File: config.mk
export PLATFORM = sky130hd
export DESIGN_NAME = scc_clock_control
export DESIGN_NICKNAME = d
export VERILOG_FILES = /design/src/rtl/scc_pkg.sv /design/src/rtl/scc_clock_control.sv /design/src/rtl/scc_divider.sv
export SDC_FILE = /design/constraint.sdc
export NUM_CORES = 1
export LEC_CHECK = 0
export ABC_AREA = 1
export BUFFER_PORTS_ARGS = -buffer_cell sky130_fd_sc_hd__buf_2
export CAP_MARGIN = 20
export CORE_UTILIZATION = 33
export DETAILED_ROUTE_END_ITERATION = 12
export GPL_TIMING_DRIVEN = 0
export SYNTH_ARGS = -nofsm -noshare
export SYNTH_HDL_FRONTEND = slang
export SYNTH_SLANG_ARGS = --single-unit
File: constraint.sdc
create_clock -name sys_clk -period 1.3 [get_ports sys_clk]
set_input_delay 0 -clock sys_clk [delete_from_list [all_inputs] [get_ports sys_clk]]
set_output_delay 0 -clock sys_clk [all_outputs]
set_load 0.02 [all_outputs]
File: src/rtl/scc_pkg.sv
// System clock control package: register map, fields, reset values, states.
// Assumes one 40 MHz clock and a plain strobe register port.
package scc_pkg;

   // Register offsets
   localparam logic [7:0] SCC_CLOCK_CONTROL_ADDR = 8'hd8;
   localparam logic [7:0] SCC_CLOCK_STATUS_ADDR  = 8'hd9;

   // clock_control field positions
   localparam int SCC_SLOW_TYPE_BIT   = 7;
   localparam int SCC_FAST_TYPE_BIT   = 6;
   localparam int SCC_SLOW_STOP_BIT   = 5;
   localparam int SCC_PERIPH_STOP_BIT = 4;
   localparam int SCC_FAST_STOP_BIT   = 3;
   localparam int SCC_SRC_SEL_BIT     = 2;
   localparam int SCC_DIV_LSB         = 0;

   // clock_status field positions
   localparam int SCC_ST_FAST_READY_BIT = 0;
   localparam int SCC_ST_ON_FAST_BIT    = 1;
   localparam int SCC_ST_SWITCHING_BIT  = 2;
   localparam int SCC_ST_BLOCKED_BIT    = 3;
   localparam int SCC_ST_DIV_LSB        = 4;

   // Reset values
   localparam logic [7:0] SCC_CLOCK_CONTROL_RST = 8'h23;
   localparam logic [1:0] SCC_DIV_RST           = 2'h3;

   // Prescaler codes
   localparam logic [1:0] SCC_DIV16 = 2'h0;
   localparam logic [1:0] SCC_DIV4  = 2'h1;
   localparam logic [1:0] SCC_DIV2  = 2'h2;
   localparam logic [1:0] SCC_DIV1  = 2'h3;

   // Longest wait before a new prescaler setting applies, in cycles
   localparam int SCC_DIV_APPLY_MAX_CYCLES = 16;

   // Clock source switch states
   typedef enum logic [2:0] {
      SCC_SW_SLOW = 3'h1,
      SCC_SW_WAIT = 3'h2,
      SCC_SW_FAST = 3'h4
   } scc_sw_state_t;

   // Cycles between ticks minus one for a prescaler code
   function automatic logic [3:0] scc_div_reload(input logic [1:0] code);
      case (code)
         SCC_DIV16: scc_div_reload = 4'hf;
         SCC_DIV4:  scc_div_reload = 4'h3;
         SCC_DIV2:  scc_div_reload = 4'h1;
         default:   scc_div_reload = 4'h0;
      endcase
   endfunction : scc_div_reload

endpackage : scc_pkg

File: src/rtl/scc_clock_control.sv
// System clock control: clock_control register, source switch, gating.
// Assumes a software strobe port on sys_clk and an idle flag from the core.
//
// Summary of operation
// Fast clock type changes only in slow mode
// Peripheral stop bit gates UART, timers when idle
// Fast stop bit halts fast oscillator slow/idle
// Fast stop bit changes only on slow clock
// Source bit 0 slow, 1 fast; needs fast-stop 0
// Prescaler 16/4/2/1, reset 11, within 16 cycles
// Refused bit keeps value, other bits update
`timescale 1ns/1ps
module scc_clock_control
   import scc_pkg::*;
(
   // Clock and reset
   input  wire logic       sys_clk,
   input  wire logic       rst_b,
   // Register port
   input  wire logic [7:0] reg_addr,
   input  wire logic [7:0] reg_wdata,
   input  wire logic       reg_wr,
   input  wire logic       reg_rd,
   output logic [7:0]      reg_rdata,
   // Core state
   input  wire logic       core_idle,
   // Oscillator pins
   input  wire logic       fast_osc_ready,
   output logic            fast_osc_en,
   output logic            slow_osc_en,
   output logic            fast_clock_type_sel,
   output logic            slow_clock_type_sel,
   // System clock
   output logic            sysclk_on_fast,
   output logic            sysclk_tick,
   // Peripheral clock enables
   output logic            uart_clk_en,
   output logic [2:0]      timer_clk_en
);

   typedef struct packed {
      logic          slow_type;
      logic          fast_type;
      logic          slow_stop;
      logic          periph_stop;
      logic          fast_stop;
      logic          src_sel;
      logic [1:0]    div;
      scc_sw_state_t sw;
      logic [2:0]    rdy_sync;
      logic          rdy;
      logic          blocked;
      logic [7:0]    rdata;
      logic          fast_en;
      logic          slow_en;
      logic          on_fast;
      logic          uart_en;
      logic [2:0]    timer_en;
   } scc_st_t;

   scc_st_t    st;
   scc_st_t    next_st;
   logic       div_tick;
   logic [1:0] div_active;

   logic       wr_ctrl;
   logic       rd_stat;
   logic       slow_mode;
   logic       refused;
   logic [7:0] ctrl_q;
   logic [7:0] stat_q;

   scc_divider u_divider (
      .sys_clk     (sys_clk),
      .rst_b       (rst_b),
      .div_code    (st.div),
      .tick        (div_tick),
      .active_code (div_active)
   );

   always_comb begin
      ctrl_q = {st.slow_type, st.fast_type, st.slow_stop, st.periph_stop,
                st.fast_stop, st.src_sel, st.div};
      stat_q = 8'h00;
      stat_q[SCC_ST_FAST_READY_BIT]       = st.rdy;
      stat_q[SCC_ST_ON_FAST_BIT]          = st.on_fast;
      stat_q[SCC_ST_SWITCHING_BIT]        = (st.sw == SCC_SW_WAIT);
      stat_q[SCC_ST_BLOCKED_BIT]          = st.blocked;
      stat_q[SCC_ST_DIV_LSB +: 2]         = div_active;
   end

   always_comb begin
      next_st   = st;
      wr_ctrl   = reg_wr && (reg_addr == SCC_CLOCK_CONTROL_ADDR);
      rd_stat   = reg_rd && (reg_addr == SCC_CLOCK_STATUS_ADDR);
      // Slow mode: system clock really taken from the slow clock
      slow_mode = (st.sw == SCC_SW_SLOW);
      refused   = 1'b0;

      // Pin synchroniser; a change counts once stages two and three agree
      next_st.rdy_sync = {st.rdy_sync[1:0], fast_osc_ready};
      if (st.rdy_sync[1] == st.rdy_sync[2]) begin
         next_st.rdy = st.rdy_sync[2];
      end

      // Register write
      if (wr_ctrl) begin
         next_st.slow_type   = reg_wdata[SCC_SLOW_TYPE_BIT];
         next_st.slow_stop   = reg_wdata[SCC_SLOW_STOP_BIT];
         next_st.periph_stop = reg_wdata[SCC_PERIPH_STOP_BIT];
         next_st.div         = reg_wdata[SCC_DIV_LSB +: 2];
         if (slow_mode) begin
            next_st.fast_type = reg_wdata[SCC_FAST_TYPE_BIT];
         end else if (reg_wdata[SCC_FAST_TYPE_BIT] != st.fast_type) begin
            refused = 1'b1;
         end
         if (slow_mode) begin
            next_st.fast_stop = reg_wdata[SCC_FAST_STOP_BIT];
         end else if (reg_wdata[SCC_FAST_STOP_BIT] != st.fast_stop) begin
            refused = 1'b1;
         end
         if (!st.fast_stop) begin
            next_st.src_sel = reg_wdata[SCC_SRC_SEL_BIT];
         end else if (reg_wdata[SCC_SRC_SEL_BIT] != st.src_sel) begin
            refused = 1'b1;
         end
      end

      // Sticky refused-write flag; a new refusal wins over the read clear
      if (refused) begin
         next_st.blocked = 1'b1;
      end else if (rd_stat) begin
         next_st.blocked = 1'b0;
      end

      // Source switch; fast clock used only once its oscillator is ready
      case (st.sw)
         SCC_SW_SLOW: begin
            if (st.src_sel) begin
               next_st.sw = SCC_SW_WAIT;
            end
         end
         SCC_SW_WAIT: begin
            if (!st.src_sel) begin
               next_st.sw = SCC_SW_SLOW;
            end else if (st.rdy) begin
               next_st.sw = SCC_SW_FAST;
            end
         end
         SCC_SW_FAST: begin
            if (!st.src_sel) begin
               next_st.sw = SCC_SW_SLOW;
            end
         end
         default: begin
            next_st.sw = SCC_SW_SLOW;
         end
      endcase

      // Oscillator and peripheral enables
      next_st.fast_en  = !(st.fast_stop && (slow_mode || core_idle));
      next_st.slow_en  = !(st.slow_stop && (st.sw == SCC_SW_FAST));
      next_st.on_fast  = (next_st.sw == SCC_SW_FAST);
      next_st.uart_en  = !(st.periph_stop && core_idle);
      next_st.timer_en = {3{!(st.periph_stop && core_idle)}};

      // Read data, one cycle after the strobe
      next_st.rdata = 8'h00;
      if (reg_rd) begin
         if (reg_addr == SCC_CLOCK_CONTROL_ADDR) begin
            next_st.rdata = ctrl_q;
         end else if (reg_addr == SCC_CLOCK_STATUS_ADDR) begin
            next_st.rdata = stat_q;
         end
      end
   end

   always_ff @(posedge sys_clk or negedge rst_b) begin
      if (!rst_b) begin
         st.slow_type   <= SCC_CLOCK_CONTROL_RST[SCC_SLOW_TYPE_BIT];
         st.fast_type   <= SCC_CLOCK_CONTROL_RST[SCC_FAST_TYPE_BIT];
         st.slow_stop   <= SCC_CLOCK_CONTROL_RST[SCC_SLOW_STOP_BIT];
         st.periph_stop <= SCC_CLOCK_CONTROL_RST[SCC_PERIPH_STOP_BIT];
         st.fast_stop   <= SCC_CLOCK_CONTROL_RST[SCC_FAST_STOP_BIT];
         st.src_sel     <= SCC_CLOCK_CONTROL_RST[SCC_SRC_SEL_BIT];
         st.div         <= SCC_DIV_RST;
         st.sw          <= SCC_SW_SLOW;
         st.rdy_sync    <= 3'h0;
         st.rdy         <= 1'b0;
         st.blocked     <= 1'b0;
         st.rdata       <= 8'h00;
         st.fast_en     <= 1'b1;
         st.slow_en     <= 1'b1;
         st.on_fast     <= 1'b0;
         st.uart_en     <= 1'b1;
         st.timer_en    <= 3'h7;
      end else begin
         st <= next_st;
      end
   end

   assign reg_rdata           = st.rdata;
   assign fast_osc_en         = st.fast_en;
   assign slow_osc_en         = st.slow_en;
   assign fast_clock_type_sel = st.fast_type;
   assign slow_clock_type_sel = st.slow_type;
   assign sysclk_on_fast      = st.on_fast;
   assign sysclk_tick         = div_tick;
   assign uart_clk_en         = st.uart_en;
   assign timer_clk_en        = st.timer_en;

endmodule : scc_clock_control

File: src/rtl/scc_divider.sv
// System clock prescaler: one-cycle tick every 16, 4, 2 or 1 cycles.
// Assumes the prescaler code comes from logic on the same clock.
`timescale 1ns/1ps
module scc_divider
   import scc_pkg::*;
(
   // Clock and reset
   input  wire logic       sys_clk,
   input  wire logic       rst_b,
   // Requested setting
   input  wire logic [1:0] div_code,
   // Divided output
   output logic            tick,
   output logic [1:0]      active_code
);

   typedef struct packed {
      logic [3:0] cnt;
      logic [1:0] code;
      logic       tick;
   } scc_div_st_t;

   scc_div_st_t st;
   scc_div_st_t next_st;

   always_comb begin
      next_st = st;
      if (st.cnt == 4'h0) begin
         // New code taken only at a period boundary
         next_st.code = div_code;
         next_st.cnt  = scc_div_reload(div_code);
         next_st.tick = 1'b1;
      end else begin
         next_st.cnt  = st.cnt - 4'h1;
         next_st.tick = 1'b0;
      end
   end

   always_ff @(posedge sys_clk or negedge rst_b) begin
      if (!rst_b) begin
         st <= '{cnt: 4'h0, code: SCC_DIV_RST, tick: 1'b0};
      end else begin
         st <= next_st;
      end
   end

   assign tick        = st.tick;
   assign active_code = st.code;

endmodule : scc_divider

==> impl_metrics.py, run 1 <==
metrics = {
    "clock_network": {
        "clk_latency_ns": 0.29,
        "tritoncts": "done",
        "cts_made_buffers": 5,
        "cts.sinks": 35,
        "cts_root_buffer": "clkbuf_8",
        "htreeDepth": 2,
        "clk_path_buf_depth": 2,
        "clk_pin_slew_ns": 0.06,
    },
    "setup_path": {
        "crit_family": "flip-flops",
        "crit_path_max_fanout": 8,
        "crit_path_top_delay_cell": "dfrtp_1",
        "crit_buf_inv": 2,
        "reg2reg_to": "u_divider.st[5]",
        "r2r_start": "u_divider.st[3]",
        "max_stage_delay_ns": 0.40,
        "crit_type": "register to register",
        "rrSetupSlack_ns": 0.06,
        "reg2regPathDepth": 7,
        "crit_chain": "inv_1, ha_2, nand2_4, nor2_4, inv_4, o21ai_1, nand2_1",
        "required_ns": 1.47,
        "worstPathArrival_ns": 1.40,
        "crit_path_start_kind": "register",
        "cp-end-kind": "register",
    },
    "sta": {
        "skew_ns": 0.00585,
        "slew-limit-headroom_pct": 49.7,
        "worst_pin_slew_ns": 0.754,
        "fmax_mhz": 809,
        "fin_crit_sh_pct": 95.1,
        "whs_ns": 0.00209,
        "hold_viol_final": 0,
        "finalWorstSetupSlack_ns": 0.0636,
        "fin_crit_ns": 1.24,
        "maxSlewViolCount": 0,
        "setup_viol": 0,
    },
    "power_and_ir_drop": {
        "switchingPower_uw": 807,
        "swShare_pct": 28.9,
        "p_int_mw": 1.99,
        "pwr-share-clk_pct": 30.6,
        "p_leak_nw": 1.19,
        "vdd_ir_drop_max_mv": 0.861,
        "power_frac_comb_pct": 21.0,
        "p_seq_share_pct": 48.4,
        "power_density_nw_per_um2": 1290,
    },
    "worst_hold_path": {
        "holdPathEnd": "ctrl_q[3]",
        "hold_path_class": "primary input to register",
        "holdCritStartpoint": "reg_wdata[3]",
        "worst_hold_path.num_cells": 3,
    },
    "yosys": {
        "ys_ff_latch": 35,
        "async_flop_share_pct": 100,
        "yosys.area.top_type_share_pct": 39.6,
        "yosysUniqueCellTypes": 25,
        "synth_top_cell_by_area": "dfrtp_1",
        "yosysMostFrequentCell": "nand2_1",
        "syn_avg_cell_area_um2": 8.79,
        "synth_fp_nets": 210,
        "synth-edff-count": 0,
        "ys_warn_count": 0,
        "synthTopCellsByArea": "dfrtp_1, dfstp_2, nand2_1",
        "synthTopCellsByCount": "nand2_1, dfrtp_1, inv_1, nor2_1, nand3_1",
        "syn_area_um2": 1640,
        "synthFlopType": "dfrtp_1",
        "synthCells": 187,
        "synth_seq_area_share_pct": 54.0,
    },
    "detailed_routing": {
        "ant_nets": 0,
        "wl_per_cell_um": 10.3,
        "totalWireLength_um": 3220,
        "first_iter_violations": 112,
        "via_count": 1325,
        "drt-pass1-iter-count": 4,
        "drcViolationCount": 0,
        "via_per_inst": 4.25,
    },
    "place": {
        "portBuffers": 39,
        "place.gp.congestion": 0.797,
        "pre_cts_slack_ns": -0.0125,
        "dp_hpwl_um": 2300,
    },
    "global_route": {
        "grt.total_usage_pct": 13.5,
        "grt_max_degree": 36,
        "overflow": 0,
        "grt_pass1_vias": 1266,
        "grt_first_pass_wirelength_um": 5400,
        "antenna_found_initial": 0,
    },
    "die": {
        "dieArea_um2": 5270,
        "start_util_pct": 34.6,
        "ios": 40,
        "die_y_um": 72.6,
        "design.core.area_um2": 4750,
        "fp.dieW_um": 72.6,
        "rows": 25,
    },
    "finish": {
        "nets": 267,
        "n_antenna_cell": 0,
        "syn_to_final_growth_pct": 31.3,
        "layout-drive-gt1-share_pct": 35.1,
    },
    "run": {
        "cap_violations": 0,
    },
    "outcome": {
        "outcome": "completed",
    },
}
[layer usage]
metal	part of all wire (%)	track usage, %	up-vias
met3	4.9	3.31	7
met1	47	16.8	597
met4	1.3	5.23	0
li1	-	-	685
met5	0	0	-
met2	47	22.7	36
[cells in the final DEF (no fill, tap or decap), types with 2 or more instances in the layout]
master         synthesis  final
a21oi_1                2      2
buf_2                  0     39
buf_4                 11     11
clkbuf_8               0      7
dfrtp_1               26     26
dfstp_2                9      9
dlygate4sd3_1          0     11
inv_1                 22     20
inv_2                  3      4
nand2_1               48     47
nand2_2                3      3
nand2_4                1      2
nand3_1               14     14
nand4_1                4      4
nor2_1                19     18
nor2_2                 3      2
nor2_4                 2      4
nor2_8                 2      2
o21ai_0                7      6
o21ai_1                3      4
[state kept, by name, summed over array words and instances (netlist names)]
signal,flops
fast_osc_en,1
ctrl_q,6
st,6
u_divider.st,4
next_st,2
sysclk_on_fast,1
uart_clk_en,1
fast_clock_type_sel,1
slow_osc_en,1
reg_rdata,8
u_divider.tick,1
slow_clock_type_sel,1
u_divider.active_code,2
[timing repair]
item,CTS,global route
pin swaps,0,3
hold endpoints to repair,39,0
endpoints found under the setup margin,2,6
hold buffers,11,0
gates resized for setup,1,9
buffers inserted,0,0
[stage by stage]
step | setup TNS (ns) | power (mW) | util, % | std cells | cell area (um^2)
after global routing | -0.00751 | 2.97 | 45.4 | 312 | 2160
after CTS | 0 | 2.75 | 44.9 | 312 | 2130
after global placement | -0.0146 | 1.83 | 40.4 | 293 | 1920
after detailed placement | -0.0125 | 1.85 | 40.4 | 293 | 1920
after floorplan | 0 | 1.68 | - | 187 | 1640
final | 0 | 2.79 | 45.4 | 312 | 2160
[power groups by stage]
stage	combinational, mW	clock (mW)	sequential, mW
6_report	0.586	0.853	1.35
5_1_grt	0.667	0.927	1.37
4_1_cts	0.518	0.882	1.35
3_5_place_dp	0.481	0	1.37
3_3_place_gp	0.468	0	1.36
2_1_floorplan	0.310	0	1.37
[worst max-delay path by stage]
stage                     from               to  slack, ns  cells after the start
6_report       u_divider.st[3]  u_divider.st[5]       0.06                      7
5_1_grt        u_divider.st[3]  u_divider.st[5]     -0.004                      7
4_1_cts        u_divider.st[3]  u_divider.st[3]       0.01                      7
3_5_place_dp   u_divider.st[3]  u_divider.st[3]      -0.01                      7
3_3_place_gp   u_divider.st[3]  u_divider.st[3]      -0.01                      7
2_1_floorplan  u_divider.st[3]  u_divider.st[3]       0.12                      7
[final cells by class]
cell class                      instances  area, um^2
Sequential cell                        35         887
Fill cell                             485        2600
Multi-Input combinational cell        115         599
Tap cell                               67        83.8
Buffer                                 11        82.6
Clock buffer                            8         100
Inverter                               26         100
Timing Repair Buffer                   50         305
[worst reg2reg max path, stage by stage (launching register included)]
cell     delay (ns)
dfrtp_1        0.40
inv_1          0.07
ha_2           0.20
nand2_4        0.07
nor2_4         0.15
inv_4          0.07
o21ai_1        0.09
nand2_1        0.08
[logic make-up (layout without fill, tap and decap cells)]
logic type / after synthesis / count (layout) / synth area share [%]
flip-flops: 35 / 35 / 54.0
AND/OR/NAND/NOR: 99 / 99 / 29.1
adder cells (fa/ha/maj): 2 / 2 / 1.37
AO/OA/AOI/OAI: 14 / 14 / 4.57
buffers and inverters: 37 / 95 / 11.0
Note: power is estimated with default switching activity, not from simulation.
==> run 2, diff against run 1 <==
clock period = 1.4 ns   (was 1.3 ns; I/O delays follow)
==> impl_metrics.py, run 2 (synthesized netlist as in run 1, its figures left out) <==
metrics = {
    "outcome": {
        "outcome": "completed",
    },
    "power_and_ir_drop": {
        "p_int_mw": 1.82,
        "vdd_ir_drop_max_mv": 0.780,
        "p_leak_nw": 1.18,
        "power_frac_comb_pct": 19.2,
        "pwr-share-clk_pct": 31.3,
        "swShare_pct": 28.2,
        "switchingPower_uw": 714,
        "p_seq_share_pct": 49.5,
        "finalPower_mw": 2.53,
        "power_density_nw_per_um2": 1180,
    },
    "die": {
        "ios": 40,
        "dieArea_um2": 5270,
        "rows": 25,
        "die_y_um": 72.6,
        "start_util_pct": 34.6,
        "design.core.area_um2": 4750,
        "fp.dieW_um": 72.6,
    },
    "place": {
        "place.gp.congestion": 0.797,
        "dp_hpwl_um": 2300,
        "portBuffers": 39,
        "place_area_um2": 1920,
    },
    "finish": {
        "syn_to_final_growth_pct": 30.1,
        "final_cell_mix": "nand2_1, buf_2, dfrtp_1",
        "layout-drive-gt1-share_pct": 34.3,
        "nets": 267,
        "filler_cell_count": 487,
        "final_common_cell": "nand2_1",
        "final_area_um2": 2140,
        "n_antenna_cell": 0,
        "largest_reg_flops": 8,
    },
    "clock_network": {
        "clk_latency_ns": 0.29,
        "cts_root_buffer": "clkbuf_8",
        "clk_path_buf_depth": 2,
        "htreeDepth": 2,
        "cts.sinks": 35,
        "tritoncts": "done",
        "clk_pin_slew_ns": 0.06,
        "postCtsSetupBuffers": 0,
        "cts_made_buffers": 5,
    },
    "sta": {
        "fin_crit_ns": 1.26,
        "rsz0062_at_grt": "no",
        "maxSlewViolCount": 0,
        "setup_viol": 0,
        "fin_crit_sh_pct": 90.0,
        "skew_ns": 0.00596,
        "hold_viol_final": 0,
        "slew-limit-headroom_pct": 49.6,
        "whs_ns": 0.00251,
        "worst_pin_slew_ns": 0.756,
        "fmax_mhz": 794,
        "totalNegativeSetupSlack_ns": 0,
    },
    "detailed_routing": {
        "drcViolationCount": 0,
        "totalWireLength_um": 3210,
        "drt-pass1-iter-count": 4,
        "ant_nets": 0,
        "wl_per_cell_um": 10.3,
        "first_iter_violations": 132,
        "via_count": 1308,
        "via_per_inst": 4.19,
    },
    "worst_hold_path": {
        "hold_path_class": "primary input to register",
        "holdCritStartpoint": "reg_wdata[3]",
        "holdPathEnd": "ctrl_q[3]",
        "worst_hold_path.num_cells": 3,
    },
    "setup_path": {
        "required_ns": 1.56,
        "crit_type": "register to register",
        "r2r_start": "u_divider.st[3]",
        "reg2reg_to": "u_divider.st[5]",
        "crit_path_start_kind": "register",
        "crit_path_max_fanout": 8,
        "reg2regPathDepth": 7,
        "cp-end-kind": "register",
        "worstPathArrival_ns": 1.42,
        "rrSetupSlack_ns": 0.14,
    },
    "global_route": {
        "grt_pass1_vias": 1266,
        "antenna_found_initial": 0,
        "overflow": 0,
        "grt_first_pass_wirelength_um": 5400,
        "grt_max_degree": 36,
        "grt.total_usage_pct": 13.5,
    },
    "run": {
        "cap_violations": 0,
    },
}
## run 2: cell count changes in the layout (fill, tap and decap cells not counted)
cell / delta
ha_1: +1
nand2_4: -1
o21ai_1: -1
nor2_2: +2
nor2_4: -2
inv_4: -1
o21ai_0: +1
inv_1: +1
nand2_2: +1
ha_2: -1
## run 2: layout make-up
cell class	instances	area [um^2]	share of cell area (%)
sequential	35	887	41.5
multi-input combinational	115	582	27.2
timing repair buffer	50	305	14.3
clock buffer	8	100	4.68
inverter	26	97.6	4.56
tap	67	83.8	3.92
buffer	11	82.6	3.86
## run 2: worst max-delay path: stages, from the launching register on
cell,delay [ns]
dfrtp_1,0.40
inv_1,0.07
ha_1,0.17
nand2_2,0.08
nor2_2,0.16
inv_2,0.09
o21ai_0,0.09
nand2_1,0.09
## run 2: how the worst max path moves through the flow
| stage | from | end | slack (ns) | cells past startpoint |
|---|---|---|---|---|
| after floorplan | u_divider.st[3] | u_divider.st[3] | 0.22 | 7 |
| after global placement | u_divider.st[3] | u_divider.st[3] | 0.09 | 7 |
| after detailed placement | u_divider.st[3] | u_divider.st[3] | 0.09 | 7 |
| after CTS | u_divider.st[3] | u_divider.st[3] | 0.07 | 7 |
| after global routing | u_divider.st[3] | u_divider.st[3] | 0.02 | 7 |
| final | u_divider.st[3] | u_divider.st[5] | 0.14 | 7 |
## run 2: per-stage QoR
step	cells	worst slack, ns	utilization (%)
after CTS	312	0.0708	44.9
final	312	0.140	45.0
after global routing	312	0.0216	45.0
after detailed placement	293	0.0875	40.4
after global placement	293	0.0854	40.4
after floorplan	187	0.219	-
## run 2: layer usage
layer	track usage, %	wire length [um]	up-vias
met3	3.31	151	7
met5	0	0	-
met2	22.7	1470	34
met1	16.8	1540	583
met4	5.23	44	0
li1	-	-	684
## run 2: power groups by stage
stage	logic [mW]	registers (mW)	clock network [mW]
after floorplan	0.288	1.27	0
after global placement	0.435	1.27	0
after detailed placement	0.447	1.27	0
after CTS	0.478	1.25	0.819
after global routing	0.561	1.27	0.861
final	0.486	1.25	0.793
## run 2: what timing repair did
item | 4_1_cts | 5_1_grt
setup endpoints to repair | 0 | 3
hold buffers | 11 | 0
hold endpoints to repair | 39 | 0
resized for setup | 0 | 3
==> run 3, diff against run 2 <==
CORE_UTILIZATION = 52   (was 33)
PLACE_DENSITY = 0.78   (was unset)
==> impl_metrics.py, run 3 (synthesized netlist as in run 1, its figures left out) <==
metrics = {
    "global_route": {
        "antenna_found_initial": 0,
        "grt.total_usage_pct": 22.3,
        "grt_max_degree": 36,
        "grt_pass1_vias": 1333,
        "overflow": 0,
        "grt_first_pass_wirelength_um": 5490,
    },
    "detailed_routing": {
        "drcViolationCount": 0,
        "ant_nets": 0,
        "via_per_inst": 4.72,
        "wl_per_cell_um": 10.6,
        "totalWireLength_um": 3090,
        "drt-pass1-iter-count": 4,
        "via_count": 1373,
        "first_iter_violations": 22,
    },
    "power_and_ir_drop": {
        "power_density_nw_per_um2": 1230,
        "finalPower_mw": 2.62,
        "vdd_ir_drop_max_mv": 0.877,
        "p_leak_nw": 1.19,
    },
    "setup_path": {
        "crit_path_max_fanout": 8,
        "crit_type": "register to register",
        "reg2regPathDepth": 7,
        "worstPathArrival_ns": 1.50,
        "critPathLaunch": "u_divider.st[3]",
        "r2r_start": "u_divider.st[3]",
        "crit_path_start_kind": "register",
        "cp-end-kind": "register",
        "required_ns": 1.62,
    },
    "clock_network": {
        "clk_path_buf_depth": 2,
        "cts_root_buffer": "clkbuf_4",
        "clk_latency_ns": 0.33,
        "tritoncts": "done",
        "clk_pin_slew_ns": 0.11,
        "cts_made_buffers": 5,
        "htreeDepth": 2,
        "cts.sinks": 35,
    },
    "sta": {
        "finalWorstSetupSlack_ns": 0.126,
        "fin_crit_ns": 1.27,
        "fin_crit_sh_pct": 91.0,
        "maxSlewViolCount": 0,
        "skew_ns": 0.0163,
        "fmax_mhz": 785,
        "whs_ns": 0.0471,
        "worst_pin_slew_ns": 0.727,
        "hold_viol_final": 0,
        "setup_viol": 0,
        "totalNegativeSetupSlack_ns": 0,
        "slew-limit-headroom_pct": 51.5,
        "rsz0062_at_grt": "no",
    },
    "die": {
        "dieArea_um2": 3390,
        "rows": 20,
        "ios": 40,
        "start_util_pct": 54.3,
        "design.core.area_um2": 3030,
        "fp.dieW_um": 58.2,
        "die_y_um": 58.2,
    },
    "place": {
        "dp_hpwl_um": 2200,
        "portBuffers": 39,
        "pre_cts_slack_ns": 0.0559,
        "place.gp.congestion": 0.865,
    },
    "worst_hold_path": {
        "worst_hold_path.num_cells": 6,
        "hold_path_class": "primary input to register",
        "holdCritStartpoint": "reg_addr[1]",
    },
    "run": {
        "cap_violations": 0,
    },
    "finish": {
        "n_antenna_cell": 0,
        "final_cell_mix": "nand2_1, buf_2, dfrtp_1",
        "syn_to_final_growth_pct": 29.5,
        "layout-drive-gt1-share_pct": 33.6,
        "largest_reg_flops": 8,
        "nets": 269,
        "final_common_cell": "nand2_1",
        "filler_cell_count": 242,
    },
    "outcome": {
        "outcome": "completed",
    },
}
-- run 3: cell types whose count changed in the layout (fill, tap and decap cells not counted), sizes merged --
cell	delta
dlygate4sd3	+2
bufinv	+2
clkbuf	-2
-- run 3: repair_timing --
item                                    in CTS  in global routing
buffers inserted                             0                  0
endpoints found under the hold margin       41                  0
hold buffers                                13                  0
endpoints found under the setup margin       0                  3
gates resized for setup                      0                  3
-- run 3: critical path: stages (launching register included) --
cell and delay (ns):
dfrtp_1 0.41, inv_1 0.07, ha_1 0.16, nand2_1 0.10, nor2_2 0.15, inv_2 0.10
nor2_2 0.11, a22oi_1 0.07
-- run 3: metrics by stage --
step	instance area, um^2	instances	util [%]
floorplan	1640	187	-
global placement	1890	270	62.6
detailed placement	1890	270	62.6
CTS	2130	291	70.2
global route	2130	291	70.3
finish	2130	291	70.3
-- run 3: worst paths after layout --
path / end / slack [ns]
hold reg to reg: next_st[19] / 0.36
setup / recovery: u_divider.st[3] / 0.13
min in group asynchronous: ctrl_q[4] / 0.25
setup reg to reg: u_divider.st[3] / 0.13
hold / removal: fast_clock_type_sel / 0.05
max in group asynchronous: st[22] / 0.67
-- run 3: power breakdown --
part	switching (mW)	internal, mW	total (mW)	leakage, nW
Clock	0.325	0.558	0.882	0.0525
Sequential	0.0782	1.17	1.25	0.435
Combinational	0.298	0.192	0.489	0.705
Total	0.701	1.92	2.62	1.19
-- run 3: routing by layer --
layer  vias to the layer above  global-route usage [%]  share of wire (%)
met4                         0                    10.2                1.8
met3                         6                    7.14                6.5
met1                       627                    25.4                 42
met5                         -                       0                  0
met2                        47                    38.1                 49
li1                        693                       -                  -
-- run 3: cell type report --
cell class                      count  area [um^2]  area share, %
Buffer                             11         82.6           3.88
Clock buffer                        6         41.3           1.94
Clock inverter                      2         60.1           2.82
Inverter                           26         97.6           4.59
Multi-Input combinational cell    115          579           27.2
Sequential cell                    35          887           41.7
Tap cell                           44         55.1           2.59
Timing Repair Buffer               52          325           15.3
